[config.mk]
export PLATFORM = sky130hd
export DESIGN_NAME = acr_config_bank
export DESIGN_NICKNAME = d
export VERILOG_FILES = /design/src/acr_pkg.sv /design/src/acr_strap_sync.sv /design/src/acr_offset_adder.sv /design/src/acr_config_bank.sv
export SDC_FILE = /design/constraint.sdc
export NUM_CORES = 1
export LEC_CHECK = 0
export ABC_AREA = 1
export ABC_CLOCK_PERIOD_IN_PS = 2600
export BUFFER_PORTS_ARGS = -buffer_cell sky130_fd_sc_hd__buf_2
export CAP_MARGIN = 5
export CORE_MARGIN = 8
export CORE_UTILIZATION = 52
export CTS_CLUSTER_SIZE = 8
export DETAILED_ROUTE_END_ITERATION = 16
export HOLD_SLACK_MARGIN = 0.02
export PLACE_DENSITY = 0.85
export SLEW_MARGIN = 10
export SYNTH_ARGS = -nofsm -noshare
export SYNTH_HDL_FRONTEND = slang
export SYNTH_SLANG_ARGS = --single-unit
[constraint.sdc]
create_clock -name clk_sys -period 2.6 [get_ports clk_sys]
set_input_delay 0.52 -clock clk_sys [delete_from_list [all_inputs] [get_ports clk_sys]]
set_output_delay 0.52 -clock clk_sys [all_outputs]
set_load 0.05 [all_outputs]
[src/acr_pkg.sv]
package acr_pkg;
  localparam logic [7:0] ADDR_FIRST        = 8'h14;
  localparam logic [7:0] ADDR_LAST         = 8'h22;
  localparam logic [7:0] ADDR_SYSTEM_MODE_STATUS     = 8'h14;
  localparam logic [7:0] ADDR_CFG_RANGE    = 8'h15;
  localparam logic [7:0] ADDR_CFG_POWER    = 8'h16;
  localparam logic [7:0] ADDR_CFG_RATE     = 8'h17;
  localparam logic [7:0] ADDR_CFG_INT      = 8'h18;
  localparam logic [7:0] ADDR_CFG_SKIP     = 8'h19;
  localparam logic [7:0] ADDR_WAKE_LO      = 8'h1A;
  localparam logic [7:0] ADDR_WAKE_HI      = 8'h1B;
  localparam logic [7:0] ADDR_SLEEP_LO     = 8'h1C;
  localparam logic [7:0] ADDR_SLEEP_HI     = 8'h1D;
  localparam logic [7:0] ADDR_INACT_LO     = 8'h1E;
  localparam logic [7:0] ADDR_INACT_HI     = 8'h1F;
  localparam logic [7:0] ADDR_INT_EN       = 8'h20;
  localparam logic [7:0] ADDR_INT_ROUTE    = 8'h21;
  localparam logic [7:0] ADDR_OFF_X        = 8'h22;
  // reset values, strap low / strap high
  localparam logic [7:0] RST_SYSTEM_MODE_STATUS_LO   = 8'h00;
  localparam logic [7:0] RST_SYSTEM_MODE_STATUS_HI   = 8'h01;
  localparam logic [7:0] RST_CFG_RANGE_LO  = 8'h00;
  localparam logic [7:0] RST_CFG_RANGE_HI  = 8'h03;
  localparam logic [7:0] RST_CFG_RATE_LO   = 8'h00;
  localparam logic [7:0] RST_CFG_RATE_HI   = 8'hC0;
  localparam logic [7:0] RST_CFG_INT       = 8'h01;
  localparam logic [7:0] RST_INT_EN_LO     = 8'h00;
  localparam logic [7:0] RST_INT_EN_HI     = 8'h20;
  localparam logic [7:0] RST_ZERO          = 8'h00;
  // field positions used by the block's own logic
  localparam int         HI_NIB_W          = 4;
  localparam int         CFG_RANGE_ACTIVE  = 0;
  localparam int         CFG_RANGE_SRST    = 7;
  localparam int         MODE_W            = 2;
  localparam logic [1:0] MODE_STANDBY      = 2'h0;
  localparam logic [1:0] MODE_WAKE         = 2'h1;
  localparam logic [1:0] MODE_SLEEP        = 2'h2;
  localparam int         INACT_W           = 12;
endpackage

[src/acr_strap_sync.sv]
`timescale 1ns/1ps
// two-stage synchroniser for an external level
module acr_strap_sync (
  input  wire logic clk_sys,
  input  wire logic din,
  output logic      dout
);
  logic meta_q;

  // no reset: the chain keeps tracking the pin under reset, so the
  // level is already settled at the edge that releases it
  always_ff @(posedge clk_sys) begin
    meta_q <= din;
    dout   <= meta_q; // first stage is read only here
  end
endmodule

[src/acr_offset_adder.sv]
`timescale 1ns/1ps
// adds the signed zero-g offset to a 12-bit sample, saturating
module acr_offset_adder (
  input  wire logic        clk_sys,
  input  wire logic        sys_rst,
  input  wire logic [11:0] raw,
  input  wire logic [7:0]  offset,
  output logic      [11:0] corrected
);
  logic signed [12:0] sum;

  // offset is two's complement, one lsb per lsb of sample
  assign sum = 13'($signed(raw)) + 13'($signed(offset));

  always_ff @(posedge clk_sys) begin
    if (sys_rst) begin
      corrected <= 12'h000;
    end else if (sum > 13'sh07FF) begin
      corrected <= 12'h7FF; // clip rather than wrap
    end else if (sum < -13'sh0800) begin
      corrected <= 12'h800;
    end else begin
      corrected <= sum[11:0];
    end
  end
endmodule

[src/acr_config_bank.sv]
`timescale 1ns/1ps
// Notes on behaviour
// - read-only mode register with gate error fields
// - mode reset 00h strap low, 01h high
// - range/selftest register resets 00h or 03h
// - power/endian register, reset zero
// - rate/decimation register resets 00h or C0h
// - interrupt/trigger register resets to 01h
// - axis skip and hibernate register, reset zero
// - wake idle time 12 bits at 1Ah/1Bh
// - sleep idle time 12 bits at 1Ch/1Dh
// - inactivity count drives automatic sleep entry
// - interrupt enable resets 00h or 20h
// - interrupt pin routing register, reset zero
module acr_config_bank (
  input  wire logic        clk_sys,
  input  wire logic        sys_rst,
  input  wire logic        boot_mode_strap,
  input  wire logic        acc_start,
  input  wire logic [7:0]  acc_addr,
  input  wire logic        acc_wr,
  input  wire logic [7:0]  acc_wdata,
  input  wire logic        acc_rd,
  input  wire logic        activity,
  input  wire logic        buf_gate_err,
  input  wire logic [4:0]  buf_gate_cnt,
  input  wire logic [11:0] x_raw,
  output logic      [7:0]  acc_rdata,
  output logic      [7:0]  system_mode_status,
  output logic      [7:0]  sensor_config_range_selftest,
  output logic      [7:0]  sensor_config_power_endian,
  output logic      [7:0]  sensor_config_rate_decimation,
  output logic      [7:0]  sensor_config_interrupt_trigger,
  output logic      [7:0]  sensor_config_axis_skip_hibernate,
  output logic      [11:0] wake_idle_time,
  output logic      [11:0] sleep_idle_time,
  output logic      [7:0]  interrupt_output_enable,
  output logic      [7:0]  interrupt_pin_routing,
  output logic      [11:0] x_corrected
);
  typedef enum logic [1:0] {ST_INIT, ST_RUN} acr_state_type;

  acr_state_type state_q;
  logic        strap_s;
  logic [7:0]  ptr_q;
  logic [7:0]  cur_addr;
  logic        wr_en;
  logic [7:0]  cfg_q [15];
  logic [1:0]  mode_q;
  logic [1:0]  mode_d;
  logic [11:0] inact_q;
  logic [11:0] inact_count;
  logic        auto_sleep_en;
  logic [7:0]  rdata_d;
  logic        in_range;
  logic [3:0]  idx;

  acr_strap_sync u_strap (
    .clk_sys (clk_sys),
    .din     (boot_mode_strap),
    .dout    (strap_s)
  );

  acr_offset_adder u_xoff (
    .clk_sys   (clk_sys),
    .sys_rst   (sys_rst),
    .raw       (x_raw),
    .offset    (cfg_q[14]),
    .corrected (x_corrected)
  );

  // address of the current byte: start address or advancing pointer
  assign cur_addr = acc_start ? acc_addr : ptr_q;
  assign in_range = (cur_addr >= acr_pkg::ADDR_FIRST) &&
                    (cur_addr <= acr_pkg::ADDR_LAST);
  assign idx      = 4'(cur_addr - acr_pkg::ADDR_FIRST);
  // mode register is read-only, writes to it are dropped
  assign wr_en    = acc_wr && in_range &&
                    (cur_addr != acr_pkg::ADDR_SYSTEM_MODE_STATUS);
  assign inact_count = {cfg_q[11][3:0], cfg_q[10]};
  assign auto_sleep_en = (cfg_q[10] != 8'h00);

  // the pointer moves one byte on every access, read or write
  always_ff @(posedge clk_sys) begin
    if (sys_rst) begin
      ptr_q <= 8'h00;
    end else if (acc_wr || acc_rd) begin
      ptr_q <= cur_addr + 8'h01;
    end
  end

  // strap is caught after reset release, so the registers load once
  // the synchroniser has settled, not under the reset itself
  always_ff @(posedge clk_sys) begin
    if (sys_rst) begin
      state_q <= ST_INIT;
    end else begin
      state_q <= ST_RUN;
    end
  end

  // configuration storage, index 0 is the mode slot and stays unused
  genvar g;
  generate
    for (g = 1; g < 15; g++) begin : g_reg
      logic [7:0] rst_v;
      if (g == 1) begin : g_r3
        assign rst_v = strap_s ? acr_pkg::RST_CFG_RANGE_HI
                               : acr_pkg::RST_CFG_RANGE_LO;
      end else if (g == 3) begin : g_r5
        assign rst_v = strap_s ? acr_pkg::RST_CFG_RATE_HI
                               : acr_pkg::RST_CFG_RATE_LO;
      end else if (g == 4) begin : g_r6
        assign rst_v = acr_pkg::RST_CFG_INT;
      end else if (g == 12) begin : g_r12
        assign rst_v = strap_s ? acr_pkg::RST_INT_EN_HI
                               : acr_pkg::RST_INT_EN_LO;
      end else begin : g_z
        assign rst_v = acr_pkg::RST_ZERO;
      end
      always_ff @(posedge clk_sys) begin
        if (sys_rst) begin
          cfg_q[g] <= acr_pkg::RST_ZERO;
        end else if (state_q == ST_INIT) begin
          cfg_q[g] <= rst_v;
        end else if (g == 1 && cfg_q[1][acr_pkg::CFG_RANGE_SRST]) begin
          cfg_q[g] <= rst_v; // soft reset self-clears next cycle
        end else if (wr_en && idx == 4'(g)) begin
          cfg_q[g] <= acc_wdata;
        end
      end
    end
  endgenerate
  assign cfg_q[0] = 8'h00;

  // operating mode: standby, wake, or auto sleep after inactivity
  always_comb begin
    mode_d = mode_q;
    if (!cfg_q[1][acr_pkg::CFG_RANGE_ACTIVE]) begin
      mode_d = acr_pkg::MODE_STANDBY;
    end else if (activity || !auto_sleep_en) begin
      mode_d = acr_pkg::MODE_WAKE;
    end else if (inact_q >= inact_count) begin
      mode_d = acr_pkg::MODE_SLEEP;
    end else if (mode_q == acr_pkg::MODE_STANDBY) begin
      mode_d = acr_pkg::MODE_WAKE;
    end
  end

  always_ff @(posedge clk_sys) begin
    if (sys_rst) begin
      mode_q  <= acr_pkg::MODE_STANDBY;
      inact_q <= 12'h000;
    end else begin
      mode_q  <= (state_q == ST_INIT) ?
                 (strap_s ? acr_pkg::MODE_WAKE : acr_pkg::MODE_STANDBY)
                 : mode_d;
      if (activity || mode_d != acr_pkg::MODE_WAKE) begin
        inact_q <= 12'h000;
      end else if (inact_q != 12'hFFF) begin
        inact_q <= inact_q + 12'h001;
      end
    end
  end

  // read mux, unmapped addresses read zero
  always_comb begin
    rdata_d = 8'h00;
    if (in_range) begin
      rdata_d = (idx == 4'h0) ? system_mode_status : cfg_q[idx];
    end
  end

  // outputs, all registered
  always_ff @(posedge clk_sys) begin
    if (sys_rst) begin
      acc_rdata                         <= 8'h00;
      system_mode_status                <= acr_pkg::RST_SYSTEM_MODE_STATUS_LO;
      sensor_config_range_selftest      <= 8'h00;
      sensor_config_power_endian        <= 8'h00;
      sensor_config_rate_decimation     <= 8'h00;
      sensor_config_interrupt_trigger   <= 8'h00;
      sensor_config_axis_skip_hibernate <= 8'h00;
      wake_idle_time                    <= 12'h000;
      sleep_idle_time                   <= 12'h000;
      interrupt_output_enable           <= 8'h00;
      interrupt_pin_routing             <= 8'h00;
    end else begin
      acc_rdata <= acc_rd ? rdata_d : acc_rdata;
      system_mode_status <= {buf_gate_err, buf_gate_cnt, mode_q};
      sensor_config_range_selftest      <= cfg_q[1];
      sensor_config_power_endian        <= cfg_q[2];
      sensor_config_rate_decimation     <= cfg_q[3];
      sensor_config_interrupt_trigger   <= cfg_q[4];
      sensor_config_axis_skip_hibernate <= cfg_q[5];
      wake_idle_time  <= {cfg_q[7][3:0], cfg_q[6]};
      sleep_idle_time <= {cfg_q[9][3:0], cfg_q[8]};
      interrupt_output_enable           <= cfg_q[12];
      interrupt_pin_routing             <= cfg_q[13];
    end
  end
endmodule

==> results of run 1 <==
==> area by class of cell <==
cell class                 count  area share
timing repair buffer         180      0.0829
inverter                     170      0.0500
tap                          270      0.0264
sequential                   245       0.384
clock inverter                 1    0.000392
multi-input combinational   1025       0.384
clock buffer                  37      0.0725
==> stage by stage <==
step                      area [um^2]  hold WS (ns)
after floorplan                 10700         0.310
after global placement          11800         0.313
after detailed placement        11800         0.317
after CTS                       12800         0.115
after global routing            12800         0.127
final                           12800         0.124
==> final timing paths <==
kind                               endpoint                   start  cells after the start
max          u_xoff.corrected[3]$_SDFF_PP0_   cfg_q[7]$_SDFFE_PP0P_                     10
min                  u_strap.meta_q$_DFF_P_         boot_mode_strap                      1
max reg2reg  u_xoff.corrected[3]$_SDFF_PP0_   cfg_q[7]$_SDFFE_PP0P_                     10
min reg2reg            u_strap.dout$_DFF_P_  u_strap.meta_q$_DFF_P_                      0
==> logic make-up (layout without fill, tap and decap cells) <==
logic type | after synthesis | count (layout) | synth area share
flip-flops | 245 | 245 | 0.457
buffers and inverters | 237 | 388 | 0.0860
XOR/XNOR | 20 | 20 | 0.0163
adder cells (fa/ha/maj) | 37 | 37 | 0.0438
AO/OA/AOI/OAI | 187 | 187 | 0.0895
AND/OR/NAND/NOR | 781 | 781 | 0.307
==> state kept, by name (all words and copies together) (netlist names), 12 cells and up <==
signal            count
cfg_q               112
wake_idle_time       12
u_xoff.corrected     12
inact_q              12
sleep_idle_time      12
==> layer usage <==
layer / vias to the layer above / global-route usage / share of wire
met5: - / 0 / 0
met4: 0 / 0.0982 / 0.035
met3: 108 / 0.0607 / 0.11
met2: 633 / 0.371 / 0.45
met1: 4825 / 0.297 / 0.41
li1: 5094 / - / -
==> cell usage after synthesis, drive strengths merged (10+ instances only) <==
cell type,instances
o21ai,52
nand4,10
nand3,221
xor2,13
inv,159
dfxtp,245
clkinv,11
buf,20
a21oi,125
clkbuf,47
nand2,396
ha,36
nor2,146
==> power groups by stage <==
stage,logic [uW],clock network [uW],registers [uW]
after floorplan,496,0,4000
after global placement,869,0,3900
after detailed placement,878,0,3910
after CTS,883,4020,3830
after global routing,978,4200,3830
final,910,3990,3840
==> tab_implementation.tex, run 1 <==
\begin{tabular}{lr}
\hline
Metric & Value \\
\hline
\multicolumn{2}{l}{\textbf{Setup path}} \\
\quad Crit path DAT & 2.67 ns \\
\quad Peak per-stage delay on the critical path & 0.50 ns \\
\quad Required time reported for the critical path endpoint & 3.01 ns \\
\quad List of cells traversed by the critical path & ha\_1, a21oi\_1, o21ai\_0, a21oi\_1, nand2\_1, nand2\_1, nand2\_1, nand2\_1, nand2\_1, o21ai\_0 \\
\quad Dominant cell type by count on the critical path & sky130\_fd\_sc\_hd\_\_nand2\_1 \\
\quad Max FO, Critical Path & 10 \\
\quad Setup crit start kind & flop \\
\quad WP buf/inv & 0 \\
\quad CP Class & reg2reg \\
\quad Worst-path cell with the longest stage delay & sky130\_fd\_sc\_hd\_\_dfxtp\_1 \\
\quad Kind of cell adding the most delay to the critical path & compound AO/OA/AOI/OAI gates \\
\quad Register-to-register setup slack & 0.34 ns \\
\quad Kind of capture point of the worst setup path & flop \\
\multicolumn{2}{l}{\textbf{STA}} \\
\quad Maximum clock frequency & 443 MHz \\
\quad Worst slew pin tran & 0.961 ns \\
\quad Fin Clk Skew & 0.0166 ns \\
\quad Share of the clock period used by the worst path after layout & 0.868 \\
\quad Post-route setup TNS & 0 ns \\
\quad Relative slew slack & 0.360 \\
\quad Setup repair after global routing missed its margin & no \\
\quad Number of pins exceeding their max-slew limit in the final report & 0 \\
\quad Number of setup violations in the final report & 0 \\
\quad Number of hold violations in the final report & 0 \\
\quad Minimum setup slack in the final design & 0.344 ns \\
\quad Shortest clock period the worst path allows after layout & 2.26 ns \\
\multicolumn{2}{l}{\textbf{Layout}} \\
\quad Count of filler cells inserted in the layout & 1,691 \\
\quad Multi-input combinational cell area & 0.00490 mm\^{}2 \\
\quad Leading cell type in the layout, fill and taps excluded & sky130\_fd\_sc\_hd\_\_nand2\_1 \\
\quad Final-stage net count & 1,736 \\
\quad Commonest cells after routing, fill and taps aside & sky130\_fd\_sc\_hd\_\_nand2\_1, sky130\_fd\_sc\_hd\_\_dfxtp\_1, sky130\_fd\_sc\_hd\_\_nand3\_1 \\
\quad Final Util & 0.631 \\
\quad Synth-to-Final Area Change & 19.0\% \\
\quad Diodes inserted & 0 \\
\quad Sequential standard cell area & 0.00490 mm\^{}2 \\
\quad Share of final-layout standard cells stronger than drive strength 1 & 0.142 \\
\quad Final Non-Filler Cells & 1,928 \\
\multicolumn{2}{l}{\textbf{Power}} \\
\quad Switching power of the nets & 2190 uW \\
\quad Power, Total & 8740 uW \\
\quad Part of the power in combinational logic & 0.104 \\
\quad Clock group share of total power & 0.457 \\
\quad Power density over cell area & 684 mW/mm\^{}2 \\
\quad Switching power as a share of total power & 0.251 \\
\quad Sequential share of power & 0.439 \\
\quad Worst vdd ir & 0.505 mV \\
\quad Internal power consumption & 6540 uW \\
\quad Leakage Power & 0.00553 uW \\
\multicolumn{2}{l}{\textbf{Floorplanning}} \\
\quad Rows & 52 \\
\quad Chip Height & 160 um \\
\quad Die Outline Area & 0.0255 mm\^{}2 \\
\quad DIE WIDTH & 160 um \\
\quad Effective utilization at floorplan & 0.530 \\
\quad Ports & 149 \\
\quad Area of the core & 0.0202 mm\^{}2 \\
\multicolumn{2}{l}{\textbf{Logic synthesis}} \\
\quad Top post-synthesis cells by area & sky130\_fd\_sc\_hd\_\_dfxtp\_1, sky130\_fd\_sc\_hd\_\_nand2\_1, sky130\_fd\_sc\_hd\_\_nand3\_1 \\
\quad Synthesized netlist net count & 1,585 \\
\quad Synth async-reset ratio & 0 \\
\quad Library cell occupying the most area in the post-synthesis netlist & sky130\_fd\_sc\_hd\_\_dfxtp\_1 \\
\quad Synth Cell Area & 0.0107 mm\^{}2 \\
\quad Yosys cell types & 35 \\
\quad Number of enable flip-flop cells after synthesis & 0 \\
\quad Number of cells produced by synthesis & 1,507 \\
\quad Share of the synthesized area in the top cell type & 0.457 \\
\quad Mean instance size in the synthesized netlist & 7.12 um\^{}2 \\
\quad Sequential area share after synthesis & 0.457 \\
\quad Count of state elements after synthesis & 245 \\
\quad Main flop type after synthesis & sky130\_fd\_sc\_hd\_\_dfxtp\_1 \\
\quad Yosys warns & 0 \\
\multicolumn{2}{l}{\textbf{Clock network}} \\
\quad Cts hold-fix bufs & 0 \\
\quad CTS tree & done \\
\quad Post-CTS setup buffers & 0 \\
\quad CTS resizes & 0 \\
\quad Clk root buf & sky130\_fd\_sc\_hd\_\_clkbuf\_16 \\
\quad Clock latency on the worst-skew pair & 0.50 ns \\
\quad H-tree levels & 2 \\
\quad Clock transition at the register clock pins on the worst setup and hold paths after CTS & 0.05 ns \\
\quad TritonCTS Buffers & 36 \\
\quad Clock Tree Buf Depth & 3 \\
\quad Number of sinks handled by clock tree synthesis & 245 \\
\multicolumn{2}{l}{\textbf{Route}} \\
\quad Routed via count & 10,660 \\
\quad Drt wl/cell & 16.1 um \\
\quad Via-per-instance ratio & 5.53 \\
\quad DRT Wirelength & 31.1 mm \\
\quad Post-DRT Antenna Nets & 0 \\
\quad Number of detailed-route iterations in the first pass & 6 \\
\quad Residual DRC count & 0 \\
\quad Number of DRC markers in iteration 0 & 1,274 \\
\multicolumn{2}{l}{\textbf{Hold path}} \\
\quad Min-delay worst type & in2reg \\
\multicolumn{2}{l}{\textbf{GRT}} \\
\quad GRT overflow & 0 \\
\quad All-layer global routing usage & 0.234 \\
\quad Largest net degree at the start of global routing & 89 \\
\quad Number of global-route vias before repair & 9,960 \\
\quad First-pass GRT wire length & 50.3 mm \\
\quad Number of antenna violations at the first check in global routing & 0 \\
\multicolumn{2}{l}{\textbf{Place}} \\
\quad Placed cell count & 1,890 \\
\quad Number of input and output port buffers inserted & 148 \\
\quad HPWL Detailed & 21.5 mm \\
\quad Post-Place Worst Slack & -0.0275 ns \\
\quad Global placer's final weighted congestion & 0.947 \\
\multicolumn{2}{l}{\textbf{Job}} \\
\quad Reported max-cap violation count & 0 \\
\multicolumn{2}{l}{\textbf{Outcome}} \\
\quad Outcome & finished clean \\
\hline
\end{tabular}
Power figures use the tool's default switching activity.
==> run 2: changes to the inputs <==
--- a/config.mk
+++ b/config.mk
@@ -9,12 +9,13 @@
 export ABC_CLOCK_PERIOD_IN_PS = 2600
 export BUFFER_PORTS_ARGS = -buffer_cell sky130_fd_sc_hd__buf_2
 export CAP_MARGIN = 5
+export CORE_ASPECT_RATIO = 0.6
 export CORE_MARGIN = 8
 export CORE_UTILIZATION = 52
 export CTS_CLUSTER_SIZE = 8
 export DETAILED_ROUTE_END_ITERATION = 16
 export HOLD_SLACK_MARGIN = 0.02
-export PLACE_DENSITY = 0.85
+export PLACE_DENSITY = 0.76
 export SLEW_MARGIN = 10
 export SYNTH_ARGS = -nofsm -noshare
 export SYNTH_HDL_FRONTEND = slang
==> run 2 against run 1 <==
  * Critical endpoint is now cfg_q[27]$_SDFFE_PP0P_
  * First-iteration DRC count is 2.1% higher
  * Clock power about the same
  * Routed wire length up 7.3%
  * Non-clock buffer count up 18
  * Setup slack got worse by 0.19 ns
  * Combinational power up 5.6%
  * Sequential power about the same
  * Flip-flop and latch count unchanged
  * Power up 0.55%
  * Core utilization is 0.80 points higher
  * Final area rose by 0.70%
  * Global-route usage grew 1.6 points
==> tab_implementation.tex, run 2 (synthesis results as in run 1) <==
\begin{tabular}{lr}
\hline
Metric & Value \\
\hline
\multicolumn{2}{l}{\textbf{Route}} \\
\quad DRT Wirelength & 33.3 mm \\
\quad Drt wl/cell & 17.1 um \\
\quad Number of DRC markers in iteration 0 & 1,301 \\
\quad Residual DRC count & 0 \\
\quad Via-per-instance ratio & 5.42 \\
\quad Routed via count & 10,578 \\
\quad Post-DRT Antenna Nets & 0 \\
\quad Number of detailed-route iterations in the first pass & 5 \\
\multicolumn{2}{l}{\textbf{Layout}} \\
\quad Final-stage net count & 1,754 \\
\quad Synth-to-Final Area Change & 19.9\% \\
\quad Cell area after layout & 0.0129 mm\^{}2 \\
\quad Biggest register & cfg\_q \\
\quad Sequential standard cell area & 0.00490 mm\^{}2 \\
\quad Commonest cells after routing, fill and taps aside & sky130\_fd\_sc\_hd\_\_nand2\_1, sky130\_fd\_sc\_hd\_\_dfxtp\_1, sky130\_fd\_sc\_hd\_\_nand3\_1 \\
\quad Leading cell type in the layout, fill and taps excluded & sky130\_fd\_sc\_hd\_\_nand2\_1 \\
\quad Count of filler cells inserted in the layout & 1,848 \\
\quad Number of flip-flops in the largest register & 112 \\
\quad Multi-input combinational cell area & 0.00490 mm\^{}2 \\
\quad Diodes inserted & 0 \\
\quad Share of final-layout standard cells stronger than drive strength 1 & 0.151 \\
\multicolumn{2}{l}{\textbf{STA}} \\
\quad Maximum clock frequency & 408 MHz \\
\quad Post-route setup TNS & 0 ns \\
\quad Share of the clock period used by the worst path after layout & 0.942 \\
\quad Final worst hold slack & 0.122 ns \\
\quad Shortest clock period the worst path allows after layout & 2.45 ns \\
\quad Worst slew pin tran & 0.683 ns \\
\quad Fin Clk Skew & 0.0216 ns \\
\quad Number of hold violations in the final report & 0 \\
\quad Setup repair after global routing missed its margin & no \\
\quad Number of setup violations in the final report & 0 \\
\quad Number of pins exceeding their max-slew limit in the final report & 0 \\
\quad Minimum setup slack in the final design & 0.152 ns \\
\quad Relative slew slack & 0.545 \\
\multicolumn{2}{l}{\textbf{Floorplanning}} \\
\quad Area of the core & 0.0201 mm\^{}2 \\
\quad Die Outline Area & 0.0256 mm\^{}2 \\
\quad Chip Height & 127 um \\
\quad Effective utilization at floorplan & 0.533 \\
\quad DIE WIDTH & 201 um \\
\quad Rows & 40 \\
\quad Ports & 149 \\
\multicolumn{2}{l}{\textbf{GRT}} \\
\quad Largest net degree at the start of global routing & 89 \\
\quad GRT overflow & 0 \\
\quad Number of global-route vias before repair & 9,850 \\
\quad All-layer global routing usage & 0.250 \\
\quad Number of antenna violations at the first check in global routing & 0 \\
\quad First-pass GRT wire length & 52.8 mm \\
\multicolumn{2}{l}{\textbf{Setup path}} \\
\quad Worst-path cell with the longest stage delay & sky130\_fd\_sc\_hd\_\_nor2\_8 \\
\quad WP buf/inv & 1 \\
\quad CP Class & reg2reg \\
\quad List of cells traversed by the critical path & nand2\_1, nand2\_1, inv\_1, ha\_1, nand2\_1, nand2\_1, nand2\_1, nand2\_1, nand2\_2, nand2\_4, nor2\_8, nand2\_1, nand2\_1, a21oi\_1 \\
\quad Peak per-stage delay on the critical path & 0.50 ns \\
\quad Max FO, Critical Path & 44 \\
\quad Dominant cell type by count on the critical path & sky130\_fd\_sc\_hd\_\_nand2\_1 \\
\quad Crit path DAT & 2.80 ns \\
\quad Kind of capture point of the worst setup path & flop \\
\quad Required time reported for the critical path endpoint & 2.95 ns \\
\quad Setup crit start kind & flop \\
\quad Register-to-register setup slack & 0.15 ns \\
\quad Kind of cell adding the most delay to the critical path & simple AND/OR/NAND/NOR gates \\
\multicolumn{2}{l}{\textbf{Place}} \\
\quad HPWL Detailed & 23.3 mm \\
\quad Post-Place Worst Slack & -0.216 ns \\
\quad Placed instance area & 0.0119 mm\^{}2 \\
\quad Number of input and output port buffers inserted & 148 \\
\quad Global placer's final weighted congestion & 0.956 \\
\multicolumn{2}{l}{\textbf{Outcome}} \\
\quad Outcome & finished clean \\
\multicolumn{2}{l}{\textbf{Power}} \\
\quad Power density over cell area & 683 mW/mm\^{}2 \\
\quad Leakage Power & 0.00560 uW \\
\quad Worst vdd ir & 0.433 mV \\
\quad Power, Total & 8780 uW \\
\multicolumn{2}{l}{\textbf{Clock network}} \\
\quad Post-CTS setup buffers & 0 \\
\quad Clock Tree Buf Depth & 3 \\
\quad CTS tree & done \\
\quad Clk root buf & sky130\_fd\_sc\_hd\_\_clkbuf\_16 \\
\quad H-tree levels & 2 \\
\quad CTS resizes & 0 \\
\quad Number of sinks handled by clock tree synthesis & 245 \\
\quad Clock latency on the worst-skew pair & 0.50 ns \\
\quad Cts hold-fix bufs & 0 \\
\quad TritonCTS Buffers & 36 \\
\quad Clock transition at the register clock pins on the worst setup and hold paths after CTS & 0.05 ns \\
\multicolumn{2}{l}{\textbf{Hold path}} \\
\quad Min-delay worst type & in2reg \\
\multicolumn{2}{l}{\textbf{Job}} \\
\quad Reported max-cap violation count & 0 \\
\hline
\end{tabular}
==> run 2: cell type report <==
cell class / count / share of cell area
multi-input cells: 1025 / 0.381
inverters: 170 / 0.0496
clock buffers: 36 / 0.0700
clock inverters: 3 / 0.00233
flip-flops and latches: 245 / 0.381
well taps: 273 / 0.0266
repair buffers: 198 / 0.0889
==> run 2: routing by layer <==
layer,part of all wire,vias to the layer above,routed length [um],GRT usage
li1,-,5139,-,-
met1,0.46,4815,15500,0.362
met2,0.40,559,13300,0.358
met3,0.12,65,3910,0.0732
met4,0.018,0,616,0.0595
met5,0,-,0,0
==> run 2: where the power goes <==
part           switching, uW  internal [uW]
clock                   1550           2440
sequential              20.3           3810
combinational            700            261
total                   2270           6510
==> run 2: worst register-to-register path, delay by kind of cell (launching register included) <==
family / cells / cell delay [ns]
AO/OA/AOI/OAI: 1 / 0.08
adder cells (fa/ha/maj): 1 / 0.22
buffers and inverters: 1 / 0.10
flip-flops: 1 / 0.34
AND/OR/NAND/NOR: 11 / 1.55
==> run 2: final timing paths <==
check,start,to,cells past startpoint
worst max-delay path,ptr_q[3]$_SDFFE_PP0P_,cfg_q[27]$_SDFFE_PP0P_,14
worst min-delay path,boot_mode_strap,u_strap.meta_q$_DFF_P_,1
worst max register to register,ptr_q[3]$_SDFFE_PP0P_,cfg_q[27]$_SDFFE_PP0P_,14
worst min register to register,u_strap.meta_q$_DFF_P_,u_strap.dout$_DFF_P_,0
==> run 2: through the flow <==
stage / instances / utilization
after global routing: 1950 / 0.639
after detailed placement: 1911 / 0.593
final: 1950 / 0.639
after global placement: 1911 / 0.593
after floorplan: 1507 / -
after CTS: 1950 / 0.639
